## src/rtl/ams_defines.svh

```systemverilog
// Register map, field layout, source codes and pin indices for mute select
`ifndef AMS_DEFINES_SVH
`define AMS_DEFINES_SVH

// ********************************
// Register map
// ********************************
`define AMS_ADDR_PORT0      32'h4000_0018
`define AMS_ADDR_PORT1      32'h4000_001C
`define AMS_ADDR_PORT2      32'h4000_0020
`define AMS_SEL_MSB         2
`define AMS_SEL_LSB         0
`define AMS_SEL_RESET       3'h0
`define AMS_NUM_PORTS       3

// ********************************
// Selector codes
// ********************************
`define AMS_CODE_ZERO       3'h0
`define AMS_CODE_DATA7      3'h1
`define AMS_CODE_DATA8      3'h2
`define AMS_CODE_DATA9      3'h3
`define AMS_CODE_HFCLK      3'h4
`define AMS_CODE_SLVIN      3'h5
`define AMS_CODE_CHIPSEL    3'h6
`define AMS_CODE_ENABLE     3'h7

// ********************************
// Synchronised pin vector indices
// ********************************
`define AMS_PIN_COUNT       8
`define AMS_PIN_DATA7       0
`define AMS_PIN_DATA8       1
`define AMS_PIN_DATA9       2
`define AMS_PIN_HFCLK       3
`define AMS_PIN_SLVIN       4
`define AMS_PIN_CHIPSEL     5
`define AMS_PIN_ENABLE      6
`define AMS_PIN_MISPRINT    7

`endif

```

## src/rtl/ams_pkg.sv

```systemverilog
// Types shared by the mute source select block
package ams_pkg;

	typedef logic [2:0] ams_src_t;

endpackage

```

## src/rtl/ams_mute_select.sv

```systemverilog
// Mute source select registers with APB slave and pin routing
//
// Implementation choice: the APB register port.
`timescale 1ns/1ps
`include "ams_defines.svh"

module ams_mute_select #(
	parameter bit HAS_PORT2    = 1'b1,
	parameter bit FIX_MISPRINT = 1'b0
) (
	// Clock and reset
	input  wire logic        clk,
	input  wire logic        rst_n,
	// APB slave
	input  wire logic        psel,
	input  wire logic        penable,
	input  wire logic        pwrite,
	input  wire logic [31:0] paddr,
	input  wire logic [31:0] pwdata,
	output logic      [31:0] prdata,
	output logic             pready,
	output logic             pslverr,
	// Candidate source pins
	input  wire logic        audio0SerialData7,
	input  wire logic        audio0SerialData8,
	input  wire logic        audio0SerialData9,
	input  wire logic        audio2HfReceiveClock,
	input  wire logic        serif0SlaveInPin,
	input  wire logic        serif0ChipSelectPin,
	input  wire logic        serif0EnablePin,
	input  wire logic        serif0MisprintedPin,
	// Mute inputs of the audio ports
	output logic             port0MuteSource,
	output logic             port1MuteSource,
	output logic             port2MuteSource
);

	import ams_pkg::*;

	// ********************************
	// Declarations
	// ********************************
	localparam int NP = `AMS_NUM_PORTS;

	ams_src_t                  selReg [NP];
	logic [`AMS_PIN_COUNT-1:0] rawPins;
	logic [`AMS_PIN_COUNT-1:0] syncPins;
	logic [NP-1:0]             muteOut;
	logic [NP-1:0]             hit;
	logic                      mapped;
	logic                      accessPhase;
	logic                      commit;
	logic [31:0]               next_prdata;

	// ********************************
	// Pin synchronisation
	// ********************************
	assign rawPins[`AMS_PIN_DATA7]    = audio0SerialData7;
	assign rawPins[`AMS_PIN_DATA8]    = audio0SerialData8;
	assign rawPins[`AMS_PIN_DATA9]    = audio0SerialData9;
	assign rawPins[`AMS_PIN_HFCLK]    = audio2HfReceiveClock;
	assign rawPins[`AMS_PIN_SLVIN]    = serif0SlaveInPin;
	assign rawPins[`AMS_PIN_CHIPSEL]  = serif0ChipSelectPin;
	assign rawPins[`AMS_PIN_ENABLE]   = serif0EnablePin;
	assign rawPins[`AMS_PIN_MISPRINT] = serif0MisprintedPin;

	// Pins are asynchronous, possibly clocks; mute sees them late by three
	ams_sync2 #(
		.WIDTH (`AMS_PIN_COUNT)
	) uSync (
		.clk     (clk),
		.rst_n   (rst_n),
		.asyncIn (rawPins),
		.syncOut (syncPins)
	);

	// ********************************
	// APB decode
	// ********************************
	// Absent third register decodes as unmapped
	assign hit[0] = (paddr == `AMS_ADDR_PORT0);
	assign hit[1] = (paddr == `AMS_ADDR_PORT1);
	assign hit[2] = (paddr == `AMS_ADDR_PORT2) && HAS_PORT2;
	assign mapped = |hit;

	assign accessPhase = psel && penable;
	// One wait state: pready rises on the second access cycle
	assign commit      = accessPhase && pready;

	always_comb
	begin
		next_prdata = 32'h0000_0000;
		for (int k = 0; k < NP; k++)
		begin
			if (hit[k])
				next_prdata[`AMS_SEL_MSB:`AMS_SEL_LSB] = selReg[k];
		end
	end

	always_ff @(posedge clk)
	begin
		if (!rst_n)
			pready <= 1'b0;
		else
			pready <= accessPhase && !pready;
	end

	always_ff @(posedge clk)
	begin
		if (!rst_n)
			prdata <= 32'h0000_0000;
		else if (accessPhase && !pready && !pwrite)
			prdata <= next_prdata;
	end

	always_ff @(posedge clk)
	begin
		if (!rst_n)
			pslverr <= 1'b0;
		else if (accessPhase && !pready)
			pslverr <= !mapped;
		else
			pslverr <= 1'b0;
	end

	// ********************************
	// Selector registers and routing
	// ********************************
	generate
		for (genvar i = 0; i < NP; i++)
		begin : gPort
			// Reserved write bits are dropped; only the field is kept
			always_ff @(posedge clk)
			begin
				if (!rst_n)
					selReg[i] <= `AMS_SEL_RESET;
				else if (commit && pwrite && hit[i])
					selReg[i] <=
						pwdata[`AMS_SEL_MSB:`AMS_SEL_LSB];
			end

			ams_src_mux #(
				.IS_THIRD     (i == 2),
				.FIX_MISPRINT (FIX_MISPRINT),
				.PRESENT      (i != 2 || HAS_PORT2)
			) uMux (
				.clk   (clk),
				.rst_n (rst_n),
				.sel   (selReg[i]),
				.pins  (syncPins),
				.mute  (muteOut[i])
			);
		end
	endgenerate

	assign port0MuteSource = muteOut[0];
	assign port1MuteSource = muteOut[1];
	assign port2MuteSource = muteOut[2];

	// ********************************
	// Assertions
	// ********************************
	logic chipSelSrc;
	logic enableSrc;

	// Sources the lower ports use for codes 110 and 111
	assign chipSelSrc = FIX_MISPRINT ? syncPins[`AMS_PIN_CHIPSEL]
	                                 : syncPins[`AMS_PIN_SLVIN];
	assign enableSrc  = FIX_MISPRINT ? syncPins[`AMS_PIN_ENABLE]
	                                 : syncPins[`AMS_PIN_MISPRINT];

	AST_WRITE_FIELD: assert property (
		@(posedge clk) disable iff (!rst_n)
		(commit && pwrite && hit[0])
		|=> (selReg[0] == $past(pwdata[2:0])) && !pready
	) else $error("selector write not stored");

	AST_CODE_ZERO: assert property (
		@(posedge clk) disable iff (!rst_n)
		(selReg[0] == `AMS_CODE_ZERO) && (selReg[1] == `AMS_CODE_ZERO)
		|=> !port0MuteSource && !port1MuteSource
	) else $error("code zero did not give constant zero");

	AST_CODE_DATA7: assert property (
		@(posedge clk) disable iff (!rst_n)
		(selReg[1] == `AMS_CODE_DATA7)
		|=> port1MuteSource == $past(syncPins[`AMS_PIN_DATA7])
	) else $error("code 001 routed wrong pin");

	AST_CODE_DATA89: assert property (
		@(posedge clk) disable iff (!rst_n)
		(selReg[0] == `AMS_CODE_DATA8) ##1 (selReg[0] == `AMS_CODE_DATA9)
		|-> (port0MuteSource == $past(syncPins[`AMS_PIN_DATA8]))
		##1 (port0MuteSource == $past(syncPins[`AMS_PIN_DATA9]))
	) else $error("codes 010/011 routed wrong pins");

	AST_CODE_HFCLK: assert property (
		@(posedge clk) disable iff (!rst_n)
		(selReg[0] == `AMS_CODE_HFCLK)
		|=> port0MuteSource == $past(syncPins[`AMS_PIN_HFCLK])
	) else $error("code 100 routed wrong pin");

	AST_CODE_SLVIN: assert property (
		@(posedge clk) disable iff (!rst_n)
		(selReg[1] == `AMS_CODE_SLVIN)
		|=> port1MuteSource == $past(syncPins[`AMS_PIN_SLVIN])
	) else $error("code 101 routed wrong pin");

	AST_THIRD_CHIPSEL: assert property (
		@(posedge clk) disable iff (!rst_n)
		HAS_PORT2 && (selReg[2] == `AMS_CODE_CHIPSEL)
		|=> port2MuteSource == $past(syncPins[`AMS_PIN_CHIPSEL])
	) else $error("third port code 110 routed wrong pin");

	AST_THIRD_ENABLE: assert property (
		@(posedge clk) disable iff (!rst_n)
		HAS_PORT2 && (selReg[2] == `AMS_CODE_ENABLE)
		|=> port2MuteSource == $past(syncPins[`AMS_PIN_ENABLE])
	) else $error("third port code 111 routed wrong pin");

	AST_LOW_CODE6: assert property (
		@(posedge clk) disable iff (!rst_n)
		(selReg[0] == `AMS_CODE_CHIPSEL)
		|=> port0MuteSource == $past(chipSelSrc)
	) else $error("lower port code 110 routed wrong pin");

	AST_LOW_CODE7: assert property (
		@(posedge clk) disable iff (!rst_n)
		(selReg[1] == `AMS_CODE_ENABLE)
		|=> port1MuteSource == $past(enableSrc)
	) else $error("lower port code 111 routed wrong pin");

	AST_RESERVED_ZERO: assert property (
		@(posedge clk) disable iff (!rst_n)
		(accessPhase && !pready && !pwrite)
		|=> pready && (prdata[31:3] == 29'h0)
	) else $error("reserved bits read nonzero");

	AST_NO_THIRD: assert property (
		@(posedge clk) disable iff (!rst_n)
		!HAS_PORT2 |-> !port2MuteSource
		&& !(commit && hit[2])
	) else $error("absent third selector active");

	AST_RESET_ZERO: assert property (
		@(posedge clk)
		!rst_n |=> (selReg[0] == `AMS_SEL_RESET)
		&& (selReg[1] == `AMS_SEL_RESET) && (selReg[2] == `AMS_SEL_RESET)
		&& !port0MuteSource && !port1MuteSource && !port2MuteSource
	) else $error("reset did not clear selectors");

	AST_CODE_ZERO_P2: assert property (
		@(posedge clk) disable iff (!rst_n)
		(selReg[2] == `AMS_CODE_ZERO) |=> !port2MuteSource
	) else $error("third port code zero not constant zero");

	AST_P2_DATA7: assert property (
		@(posedge clk) disable iff (!rst_n)
		HAS_PORT2 && (selReg[2] == `AMS_CODE_DATA7)
		|=> port2MuteSource == $past(syncPins[`AMS_PIN_DATA7])
	) else $error("third port code 001 routed wrong pin");

	AST_P1_HFCLK: assert property (
		@(posedge clk) disable iff (!rst_n)
		(selReg[1] == `AMS_CODE_HFCLK)
		|=> port1MuteSource == $past(syncPins[`AMS_PIN_HFCLK])
	) else $error("port 1 code 100 routed wrong pin");

	AST_P2_SLVIN: assert property (
		@(posedge clk) disable iff (!rst_n)
		HAS_PORT2 && (selReg[2] == `AMS_CODE_SLVIN)
		|=> port2MuteSource == $past(syncPins[`AMS_PIN_SLVIN])
	) else $error("third port code 101 routed wrong pin");

	AST_LOW_CODE6_P1: assert property (
		@(posedge clk) disable iff (!rst_n)
		(selReg[1] == `AMS_CODE_CHIPSEL)
		|=> port1MuteSource == $past(chipSelSrc)
	) else $error("port 1 code 110 routed wrong pin");

	AST_LOW_CODE7_P0: assert property (
		@(posedge clk) disable iff (!rst_n)
		(selReg[0] == `AMS_CODE_ENABLE)
		|=> port0MuteSource == $past(enableSrc)
	) else $error("port 0 code 111 routed wrong pin");

	AST_READ_DATA: assert property (
		@(posedge clk) disable iff (!rst_n)
		(accessPhase && !pready && !pwrite && hit[1])
		|=> prdata[2:0] == $past(selReg[1])
	) else $error("selector read back wrong");

	AST_UNMAPPED_KEEPS: assert property (
		@(posedge clk) disable iff (!rst_n)
		(commit && pwrite && !mapped)
		|=> $stable(selReg[0]) && $stable(selReg[1]) && $stable(selReg[2])
	) else $error("unmapped write changed a selector");

	AST_PREADY_ONE_WAIT: assert property (
		@(posedge clk) disable iff (!rst_n)
		(accessPhase && !pready) |=> pready ##1 !pready
	) else $error("access did not take exactly one wait state");

	AST_ERR_WITH_READY: assert property (
		@(posedge clk) disable iff (!rst_n)
		pslverr |-> pready
	) else $error("error response without ready");

	// Smallest variant must refuse the third register, not drop it quietly
	AST_NO_THIRD_ERR: assert property (
		@(posedge clk) disable iff (!rst_n)
		!HAS_PORT2 && accessPhase && !pready
		&& (paddr == `AMS_ADDR_PORT2) |=> pslverr
	) else $error("absent third selector gave no error");

	COV_WRITE_THEN_ROUTE: cover property (
		@(posedge clk) disable iff (!rst_n)
		(commit && pwrite && hit[2]) ##1 (selReg[2] != `AMS_CODE_ZERO)
		##1 port2MuteSource
	);

	COV_READ_BACK: cover property (
		@(posedge clk) disable iff (!rst_n)
		commit && !pwrite && mapped && (prdata[2:0] != 3'h0)
	);

	COV_UNMAPPED: cover property (
		@(posedge clk) disable iff (!rst_n)
		commit && pslverr
	);

	COV_MISPRINT_ROUTE: cover property (
		@(posedge clk) disable iff (!rst_n)
		(selReg[1] == `AMS_CODE_ENABLE) ##1 port1MuteSource
	);

	COV_RESET_AFTER_WRITE: cover property (
		@(posedge clk)
		(selReg[0] != `AMS_CODE_ZERO) ##1 !rst_n
	);

endmodule

```

## src/rtl/ams_sync2.sv

```systemverilog
// Two-flop synchroniser for a vector of asynchronous pin levels
`timescale 1ns/1ps

module ams_sync2 #(
	parameter int WIDTH = 8
) (
	// Clock and reset
	input  wire logic             clk,
	input  wire logic             rst_n,
	// Asynchronous levels in, synchronised levels out
	input  wire logic [WIDTH-1:0] asyncIn,
	output logic      [WIDTH-1:0] syncOut
);

	logic [WIDTH-1:0] stage1;

	// First stage feeds only the second stage
	always_ff @(posedge clk)
	begin
		if (!rst_n)
		begin
			stage1  <= '0;
			syncOut <= '0;
		end
		else
		begin
			stage1  <= asyncIn;
			syncOut <= stage1;
		end
	end

endmodule

```

## src/rtl/ams_src_mux.sv

```systemverilog
// Per-port mute source multiplexer with a registered output
`timescale 1ns/1ps
`include "ams_defines.svh"

module ams_src_mux #(
	parameter bit IS_THIRD     = 1'b0,
	parameter bit FIX_MISPRINT = 1'b0,
	parameter bit PRESENT      = 1'b1
) (
	// Clock and reset
	input  wire logic                       clk,
	input  wire logic                       rst_n,
	// Selector and synchronised pins
	input  wire ams_pkg::ams_src_t          sel,
	input  wire logic [`AMS_PIN_COUNT-1:0]  pins,
	// Mute input of the audio port
	output logic                            mute
);

	import ams_pkg::*;

	logic next_mute;

	always_comb
	begin
		next_mute = 1'b0;
		case (sel)
			`AMS_CODE_ZERO:    next_mute = 1'b0;
			`AMS_CODE_DATA7:   next_mute = pins[`AMS_PIN_DATA7];
			`AMS_CODE_DATA8:   next_mute = pins[`AMS_PIN_DATA8];
			`AMS_CODE_DATA9:   next_mute = pins[`AMS_PIN_DATA9];
			`AMS_CODE_HFCLK:   next_mute = pins[`AMS_PIN_HFCLK];
			`AMS_CODE_SLVIN:   next_mute = pins[`AMS_PIN_SLVIN];
			// Ports 0 and 1 keep the printed choice unless corrected
			`AMS_CODE_CHIPSEL: next_mute = (IS_THIRD || FIX_MISPRINT) ?
				pins[`AMS_PIN_CHIPSEL] : pins[`AMS_PIN_SLVIN];
			`AMS_CODE_ENABLE:  next_mute = (IS_THIRD || FIX_MISPRINT) ?
				pins[`AMS_PIN_ENABLE] : pins[`AMS_PIN_MISPRINT];
			default:           next_mute = 1'b0;
		endcase
	end

	always_ff @(posedge clk)
	begin
		if (!rst_n)
			mute <= 1'b0;
		else
			mute <= PRESENT ? next_mute : 1'b0;
	end

endmodule

```

## config.mk

```make
export PLATFORM = sky130hd
export DESIGN_NAME = ams_mute_select
export DESIGN_NICKNAME = d
export VERILOG_FILES = /design/src/rtl/ams_pkg.sv /design/src/rtl/ams_mute_select.sv /design/src/rtl/ams_sync2.sv /design/src/rtl/ams_src_mux.sv
export VERILOG_INCLUDE_DIRS = /design/src /design/src/rtl
export SDC_FILE = /design/constraint.sdc
export NUM_CORES = 1
export LEC_CHECK = 0
export ABC_AREA = 1
export BUFFER_PORTS_ARGS = -buffer_cell sky130_fd_sc_hd__buf_2
export CAP_MARGIN = 10
export CORE_AREA = 2 2 69 77
export CTS_BUF_LIST = sky130_fd_sc_hd__clkbuf_2 sky130_fd_sc_hd__clkbuf_4 sky130_fd_sc_hd__clkbuf_8
export DETAILED_ROUTE_END_ITERATION = 12
export DIE_AREA = 0 0 71 79
export HOLD_SLACK_MARGIN = 0.08
export PLACE_DENSITY = 0.87
export SLEW_MARGIN = 25
export SYNTH_ARGS = -nofsm -noshare
export SYNTH_HDL_FRONTEND = slang
export SYNTH_SLANG_ARGS = --single-unit
```

## constraint.sdc

```tcl
create_clock -name clk -period 1.4 [get_ports clk]
set_clock_uncertainty 0.1 [all_clocks]
set_input_delay 0.07 -clock clk [delete_from_list [all_inputs] [get_ports clk]]
set_output_delay 0.07 -clock clk [all_outputs]
set_load 0.02 [all_outputs]
```

# ---- After elaboration in Yosys (flattened, before gate mapping)
# Memory sizes are Yosys's and may differ from the RTL's.
# Cells that the tools add are included.
dict set report word_totals {
  register_bits 24
  mem_bits_rw 9
  input_bits 77
  out_inout_bits 37
  word_cells 73
  n_memories 1
}
# memory words word_bits read_ports rd_ports_with_merged_regs wr line_no
set memory_table {}
lappend memory_table {selReg 3 3 3 0 3 ams_mute_select.sv:45} ;# ams_src_t selReg [NP];
dict set report classes {
  eq_ne 24
  muxes 19
  n_bitwise 3
  n_reduce_logical 18
}
# operator n
set ops {}
lappend ops {{32-bit by 31-bit equality test with 1-bit output (second input constant)} 3}
lappend ops {{3-bit equality test (second input constant)} 12}
lappend ops {{3-bit by 2-bit equality test with 1-bit output (second input constant)} 6}
lappend ops {{3-bit 2-to-1 mux} 6}
lappend ops {{1-bit one-hot mux with 7 select lines} 2}
lappend ops {{1-bit 2-to-1 mux} 10}
lappend ops {{3-bit by 1-bit equality test with 1-bit output (second input constant)} 3}
lappend ops {{3-bit logical NOT} 3}
lappend ops {{1-bit logical AND} 8}
lappend ops {{1-bit one-hot mux with 8 select lines} 1}
lappend ops {{2-bit OR reduction} 2}
lappend ops {{1-bit logical NOT} 3}
lappend ops {{1-bit bitwise OR} 3}
lappend ops {{3-bit OR reduction} 1}
lappend ops {{2-bit AND reduction} 1}

# ---- Longest topological paths before layout
# Gate-level depths: netlist of the first run.
dict set report depth {
  word_depth 8
  ltp_mapped 10
  mapped_depth_nobuf 9
}

# ---- Modules after synthesis
# Synthesis of the first run repeated with hierarchy kept, for this count alone.
dict set report hier_totals {
  hier_cells 302
  hier_area_um2 2014.4
}
# mod n_inst cells_per_inst area_per_inst_um2 seq_area_each_um2
set by_module_without_submodules {}
lappend by_module_without_submodules {ams_mute_select 1 173 1169.9 370.4}
lappend by_module_without_submodules {ams_sync2 1 50 484.2 320.3}
lappend by_module_without_submodules {{ams_src_mux (gPort[0].uMux ...)} 2 26 118.9 20.0}
lappend by_module_without_submodules {{ams_src_mux (gPort[2].uMux)} 1 27 122.6 20.0}

# ---- Worst setup path before layout of the first run
# No wires, ideal clock.
dict set report synth_path {
  path_kind {reg2reg}
  start {register pready}
  end {memory selReg[0][0] (netlist bit), enable pin}
  setup_time_ns 0.294
  arrival_ns 1.287
  required_ns 1.006
  slack_ns -0.281
  path_stages_with_launch 6
  path_buffers 0
  period_less_slack_ns 1.681
  path_cell_list {dfxtp_1 > inv_2 > nor3_4 > inv_2 > nor4_4 > or2_2}
}
# element line_no
set synth_lines {}
lappend synth_lines {{start: declaration} ams_mute_select.sv:21} ;# output logic pready,
lappend synth_lines {{start signal: assignment} ams_mute_select.sv:105} ;# pready <= accessPhase && !pready;
lappend synth_lines {{end: declaration} ams_mute_select.sv:45}

==> flow_metrics.tcl, run 1 <==
set metrics [dict create \
    status "complete, no violations" \
    instances_no_fill 399 \
    ant_nets 0 \
    start_util 0.382 \
    p_int_mw 1.57 \
    clkPwrFrac 0.366 \
    cts_tree "yes" \
    path_class "register to register" \
    ys_ff_latch 33 \
    ys_types 26 \
    pwr-share-comb 0.141 \
    yosysWarnings 0 \
    fp.dieW_um 71 \
    slew_violations 0 \
    dpl_cell_area_um2 2130 \
    fin_crit_sh 0.971 \
    drc 0 \
    holdWs_ns 0.0908 \
    first_pass_iters 4 \
    die_h_um 79 \
    netlist_instances 263 \
    pre_cts_ws_ns -0.193 \
    dieArea_um2 5610 \
    min_path_cells 2 \
    root_buffer "clkbuf_8" \
    reg2reg_slack_ns 0.04 \
    critPathLaunch "pready" \
    antennaDiodeCount 0 \
    p_total_mw 2.09 \
    hold-path-endpoint "selReg[1][1]" \
    reg2reg_depth 5 \
    period_needed_ns 1.36 \
    grt_max_degree 20 \
    htree_levels 2 \
    drv_cap 0 \
    clock_path_buffers 2 \
    critical_path_required_ns 1.30 \
    syn_area_um2 1870 \
    port-buffer-count 55 \
    grt_first_pass_wirelength_um 6260 \
    grt_use_total 0.138 \
    crit_fanout 4 \
    cts_buffers 5 \
    dpl.cell_count 377 \
    syn_to_final_growth_pct 27.6 \
    drtIter0Drc 49 \
    synth_area_per_cell_um2 7.11 \
    p_leak_nw 1.29 \
    wirelength_um 3660 \
    wl_per_cell_um 9.16 \
    io_pins 114 \
    fmax_mhz 736 \
    hold_class "input port to register" \
    r2r_end "selReg[0][0]" \
    rsz0062_at_grt "true" \
    clk_latency_ns 0.29 \
    final_common_cell "buf_2" \
    final_cell_area_um2 2380 \
    via_per_inst 4.29 \
    drive_above_1_share 0.261 \
    pwr-share-seq 0.493 \
    timing_hold_violations_final 0 \
    clk_pin_slew_worst_paths_ns 0.07 \
    row_count 27 \
    cp-start-kind "register" \
    final_nets 417 \
    hp-start "rst_n" \
    cp_data_arrival_time_ns 1.26 \
    seq_area_frac_synth 0.402 \
    yosysTopAreaCellShare 0.257 \
    dpl.hpwl_um 2870 \
    setup_viol 0 \
    power_density_nw_per_um2 878 \
    gr-total-overflow 0 \
    p_sw_mw 0.527 \
    setup_ws_ns 0.0404 \
    worstReg2RegStart "pready" \
    antenna_found_initial 0 \
    vias 1710 \
    utilization 0.487 \
    synthTopCellsByArea "dfxtp_1 26%, edfxtp_1 14%, buf_4 12%" \
    grt_pass1_vias 1567 \
    place_congestion 0.848 \
    fin_tns_setup_ns 0 \
    yosysTopAreaCell "dfxtp_1" \
    clock-sinks 33 \
    final_cell_mix "55 x buf_2, 54 x inv_1, 47 x nand2_1" \
    nFillCells 494 \
    ir_drop_uv 538 \
    crit_path_end_kind "register" \
    sw_frac_of_total 0.252 \
    coreArea_um2 4900 \
    cts_setup_buffers 0 \
]
[synthesized netlist by cell type]
| cell type | n |
|---|---|
| buf_4 | 29 |
| inv_2 | 4 |
| clkbuf_1 | 2 |
| nor3_4 | 1 |
| nand2_1 | 47 |
| buf_6 | 1 |
| nand4_1 | 2 |
| nand2_2 | 2 |
| nor2_2 | 4 |
| nor4_4 | 1 |
| o211ai_1 | 1 |
| o21ai_0 | 12 |
| nor3_1 | 3 |
| nor2_1 | 30 |
| a21oi_1 | 10 |
| or2_2 | 2 |
| nand3_1 | 15 |
| nand4_2 | 1 |
| edfxtp_1 | 9 |
| clkbuf_2 | 1 |
| inv_1 | 54 |
| o31ai_1 | 2 |
| conb_1 | 1 |
| a31oi_1 | 3 |
| dfxtp_1 | 24 |
| nor4_1 | 2 |
[logic make-up after synthesis]
family                 after synthesis  share of synthesized area
AND/OR/NAND/NOR                    110                      0.270
buffers and inverters               91                      0.246
flip-flops                          33                      0.402
AO/OA/AOI/OAI                       28                     0.0810
other                                1                    0.00201
[how the worst max path moves through the flow]
| stage | end | cells after the start |
|---|---|---|
| 2_1_floorplan | selReg[0][0] | 5 |
| 3_3_place_gp | selReg[0][2] | 9 |
| 3_5_place_dp | selReg[0][1] | 9 |
| 4_1_cts | selReg[1][2] | 4 |
| 5_1_grt | selReg[0][0] | 5 |
| 6_report | selReg[0][0] | 5 |
[critical path: stages, from the launching register on]
cell and delay [ns]:
dfxtp_4 0.36, inv_2 0.04, nor3_4 0.18, inv_2 0.08, nor4_4 0.15, or2_4 0.18
[power by group through the flow]
stage               Sequential, mW  Clock, mW  Combinational (mW)
detailed placement            1.05          0               0.265
finish                        1.03      0.766               0.295
global route                  1.04      0.823               0.333
global placement              1.05          0               0.258
floorplan                     1.06          0               0.226
CTS                           1.03      0.790               0.293
[flip-flops by register name (all words and copies together), names as in the netlist]
signal / cells
selReg: 9
uSync.syncOut: 8
gPort.uMux.mute: 3
prdata: 3
pslverr: 1
uSync.stage1: 8
pready: 1
[final cells by class]
cell class	count	area (µm²)	area share
clock buffer	8	97.6	0.0409
multi-input combinational	167	782	0.328
timing repair buffer	75	460	0.193
tap	58	72.6	0.0304
sequential	33	754	0.316
inverter	58	218	0.0913
[what timing repair did]
| action | in CTS | in global routing |
|---|---|---|
| endpoints found under the hold margin | 22 | 0 |
| setup endpoints to repair | 0 | 15 |
| gates resized for setup | 0 | 4 |
| hold buffers | 14 | 0 |
[layer usage]
| layer | vias to the layer above | global-route usage | share of wire |
|---|---|---|---|
| li1 | 898 | - | - |
| met1 | 740 | 0.146 | 0.40 |
| met2 | 66 | 0.257 | 0.51 |
| met3 | 6 | 0.0317 | 0.072 |
| met4 | 0 | 0.0660 | 0.021 |
| met5 | - | 0 | 0 |
Power figures use the tool's default switching activity.
==> run 2: changes to the inputs <==
--- a/config.mk
+++ b/config.mk
@@ -9,12 +9,12 @@
 export ABC_AREA = 1
 export BUFFER_PORTS_ARGS = -buffer_cell sky130_fd_sc_hd__buf_2
 export CAP_MARGIN = 10
-export CORE_AREA = 2 2 69 77
+export CORE_AREA = 2 2 86 96
 export CTS_BUF_LIST = sky130_fd_sc_hd__clkbuf_2 sky130_fd_sc_hd__clkbuf_4 sky130_fd_sc_hd__clkbuf_8
 export DETAILED_ROUTE_END_ITERATION = 12
-export DIE_AREA = 0 0 71 79
+export DIE_AREA = 0 0 88 98
 export HOLD_SLACK_MARGIN = 0.08
-export PLACE_DENSITY = 0.87
+export PLACE_DENSITY = 0.63
 export SLEW_MARGIN = 25
 export SYNTH_ARGS = -nofsm -noshare
 export SYNTH_HDL_FRONTEND = slang
==> constraint.sdc (replaced) <==
create_clock -name clk -period 1.2 [get_ports clk]
set_clock_uncertainty 0.1 [all_clocks]
set_input_delay 0.06 -clock clk [delete_from_list [all_inputs] [get_ports clk]]
set_output_delay 0.06 -clock clk [all_outputs]
set_load 0.02 [all_outputs]
==> run 2 against run 1 <==
Effect of this change: critical path depth is the same; hold slack worse by 0.014 ns; the run now ends with setup timing left; die area grew 54%; worst setup slack worse by 0.18 ns; global-route usage fell by 4.8 points; maximum frequency rose by 1.2%; largest cell class unchanged; sequential power increased by 17%.
==> flow_metrics.tcl, run 2 (synthesis results as in run 1) <==
set metrics [dict create \
    top_regs "selReg: 9 flops, uSync.stage1: 8 flops, uSync.syncOut: 8 flops" \
    sw_frac_of_total 0.239 \
    fp.dieW_um 88 \
    vias 1753 \
    setup_ws_ns -0.143 \
    crit_fanout 3 \
    coreArea_um2 7700 \
    timing_hold_violations_final 0 \
    p_sw_mw 0.639 \
    hold_class "input port to register" \
    cts_tree "yes" \
    holdWs_ns 0.0764 \
    first_pass_iters 4 \
    ir_drop_uv 422 \
    dpl.hpwl_um 3160 \
    p_total_mw 2.67 \
    min_path_cells 3 \
    wl_per_cell_um 8.64 \
    clock_path_buffers 2 \
    slew_violations 0 \
    grt_first_pass_wirelength_um 6110 \
    status "complete, but fails checks" \
    violations "setup timing" \
    p_leak_nw 1.39 \
    drtIter0Drc 63 \
    crit_path_end_kind "register" \
    ant_nets 0 \
    p_int_mw 2.03 \
    pwr-share-seq 0.451 \
    largest_reg_flops 9 \
    power_density_nw_per_um2 1010 \
    clkPwrFrac 0.408 \
    reg2reg_depth 5 \
    path_class "register to register" \
    drv_cap 0 \
    dieArea_um2 8620 \
    rsz0062_at_grt "true" \
    htree_levels 2 \
    grt_pass1_vias 1463 \
    root_buffer "clkbuf_8" \
    fin_crit_sh 1.12 \
    antenna_found_initial 0 \
    dpl.cell_count 440 \
    period_needed_ns 1.34 \
    drc 0 \
    final_common_cell "buf_2" \
    syn_to_final_growth_pct 41.2 \
    clk_pin_slew_worst_paths_ns 0.07 \
    row_count 34 \
    instances_no_fill 464 \
    critical_path_required_ns 1.10 \
    reg2reg_slack_ns -0.14 \
    port-buffer-count 55 \
    critPathLaunch "pready" \
    via_per_inst 3.78 \
    wirelength_um 4010 \
    grt_use_total 0.0908 \
    regMostFlops "selReg" \
    start_util 0.243 \
    drive_above_1_share 0.337 \
    cts_buffers 5 \
    r2r_end "selReg[0][1]" \
    clk_latency_ns 0.28 \
    cp_data_arrival_time_ns 1.24 \
    worstReg2RegStart "pready" \
    clock-sinks 33 \
    grt_max_degree 18 \
    setup_viol 19 \
    utilization 0.343 \
    pre_cts_ws_ns -0.419 \
    final_cell_mix "55 x buf_2, 52 x inv_1, 43 x nand2_1" \
    cp-start-kind "register" \
    die_h_um 98 \
    io_pins 114 \
    pwr-share-comb 0.141 \
    gr-total-overflow 0 \
    nFillCells 818 \
    antennaDiodeCount 0 \
    fmax_mhz 744 \
    endpoint "selReg[0][1]" \
    place_congestion 0.722 \
    final_nets 432 \
]
## run 2: changes by cell type in the layout (fill, tap and decap cells not counted), moves of 2 or more
cell / delta
nor2_2: +3
o21ai_1: +6
nand2_2: +3
a21oi_2: +2
dlygate4sd3_1: -2
inv_2: +2
inv_1: -2
o21ai_0: -7
nor2_4: +2
nand2_1: -4
buf_4: +16
a21oi_1: -2
nor2_1: -5
## run 2: layout make-up
| class | instances | area (µm²) | area share |
|---|---|---|---|
| Multi-Input combinational cell | 167 | 840 | 0.318 |
| Sequential cell | 33 | 754 | 0.286 |
| Timing Repair Buffer | 90 | 572 | 0.217 |
| Inverter | 58 | 218 | 0.0825 |
| Tap cell | 108 | 135 | 0.0512 |
| Clock buffer | 7 | 90.1 | 0.0341 |
| Clock inverter | 1 | 30.0 | 0.0114 |
## run 2: how the worst min path moves through the flow
stage	startpoint	to	slack, ns
3_5_place_dp	serif0SlaveInPin	uSync.stage1[4]	0.15
2_1_floorplan	audio0SerialData7	uSync.stage1[0]	0.06
5_1_grt	penable	pready	0.11
6_report	rst_n	gPort[1].uMux.mute	0.08
4_1_cts	rst_n	gPort[1].uMux.mute	0.08
3_3_place_gp	serif0MisprintedPin	uSync.stage1[7]	0.14
## run 2: worst max-delay path, stage by stage (launching register included)
cell     delay [ns]
dfxtp_4        0.35
inv_2          0.04
nor3_4         0.18
inv_2          0.08
nor4_4         0.15
or2_4          0.17
## run 2: repair_timing
action / 4_1_cts / 5_1_grt
gates resized for setup: 10 / 21
hold buffers: 12 / 0
hold endpoints to repair: 18 / 0
buffers inserted: 1 / 4
setup endpoints to repair: 20 / 24
pin swaps: 3 / 11
## run 2: metal layers
metal  global-route usage  vias up  wire, µm
met5                    0        -         0
met1               0.0975      763      1700
met3               0.0144        6       221
met4               0.0568        0       102
li1                     -      927         -
met2                0.161       57      1990
## run 2: power groups by stage
stage          sequential, mW  clock, mW  combinational, mW
6_report                 1.21       1.09              0.377
5_1_grt                  1.21       1.16              0.421
4_1_cts                  1.20       1.12              0.365
3_5_place_dp             1.23          0              0.329
3_3_place_gp             1.23          0              0.324
2_1_floorplan            1.23          0              0.263
## run 2: through the flow
stage	TNS (ns)	area (µm²)
after global placement	-5.75	2290
after floorplan	-1.18	1980
after global routing	-2.80	2640
after detailed placement	-6.69	2290
after CTS	-2.07	2570
final	-1.19	2640
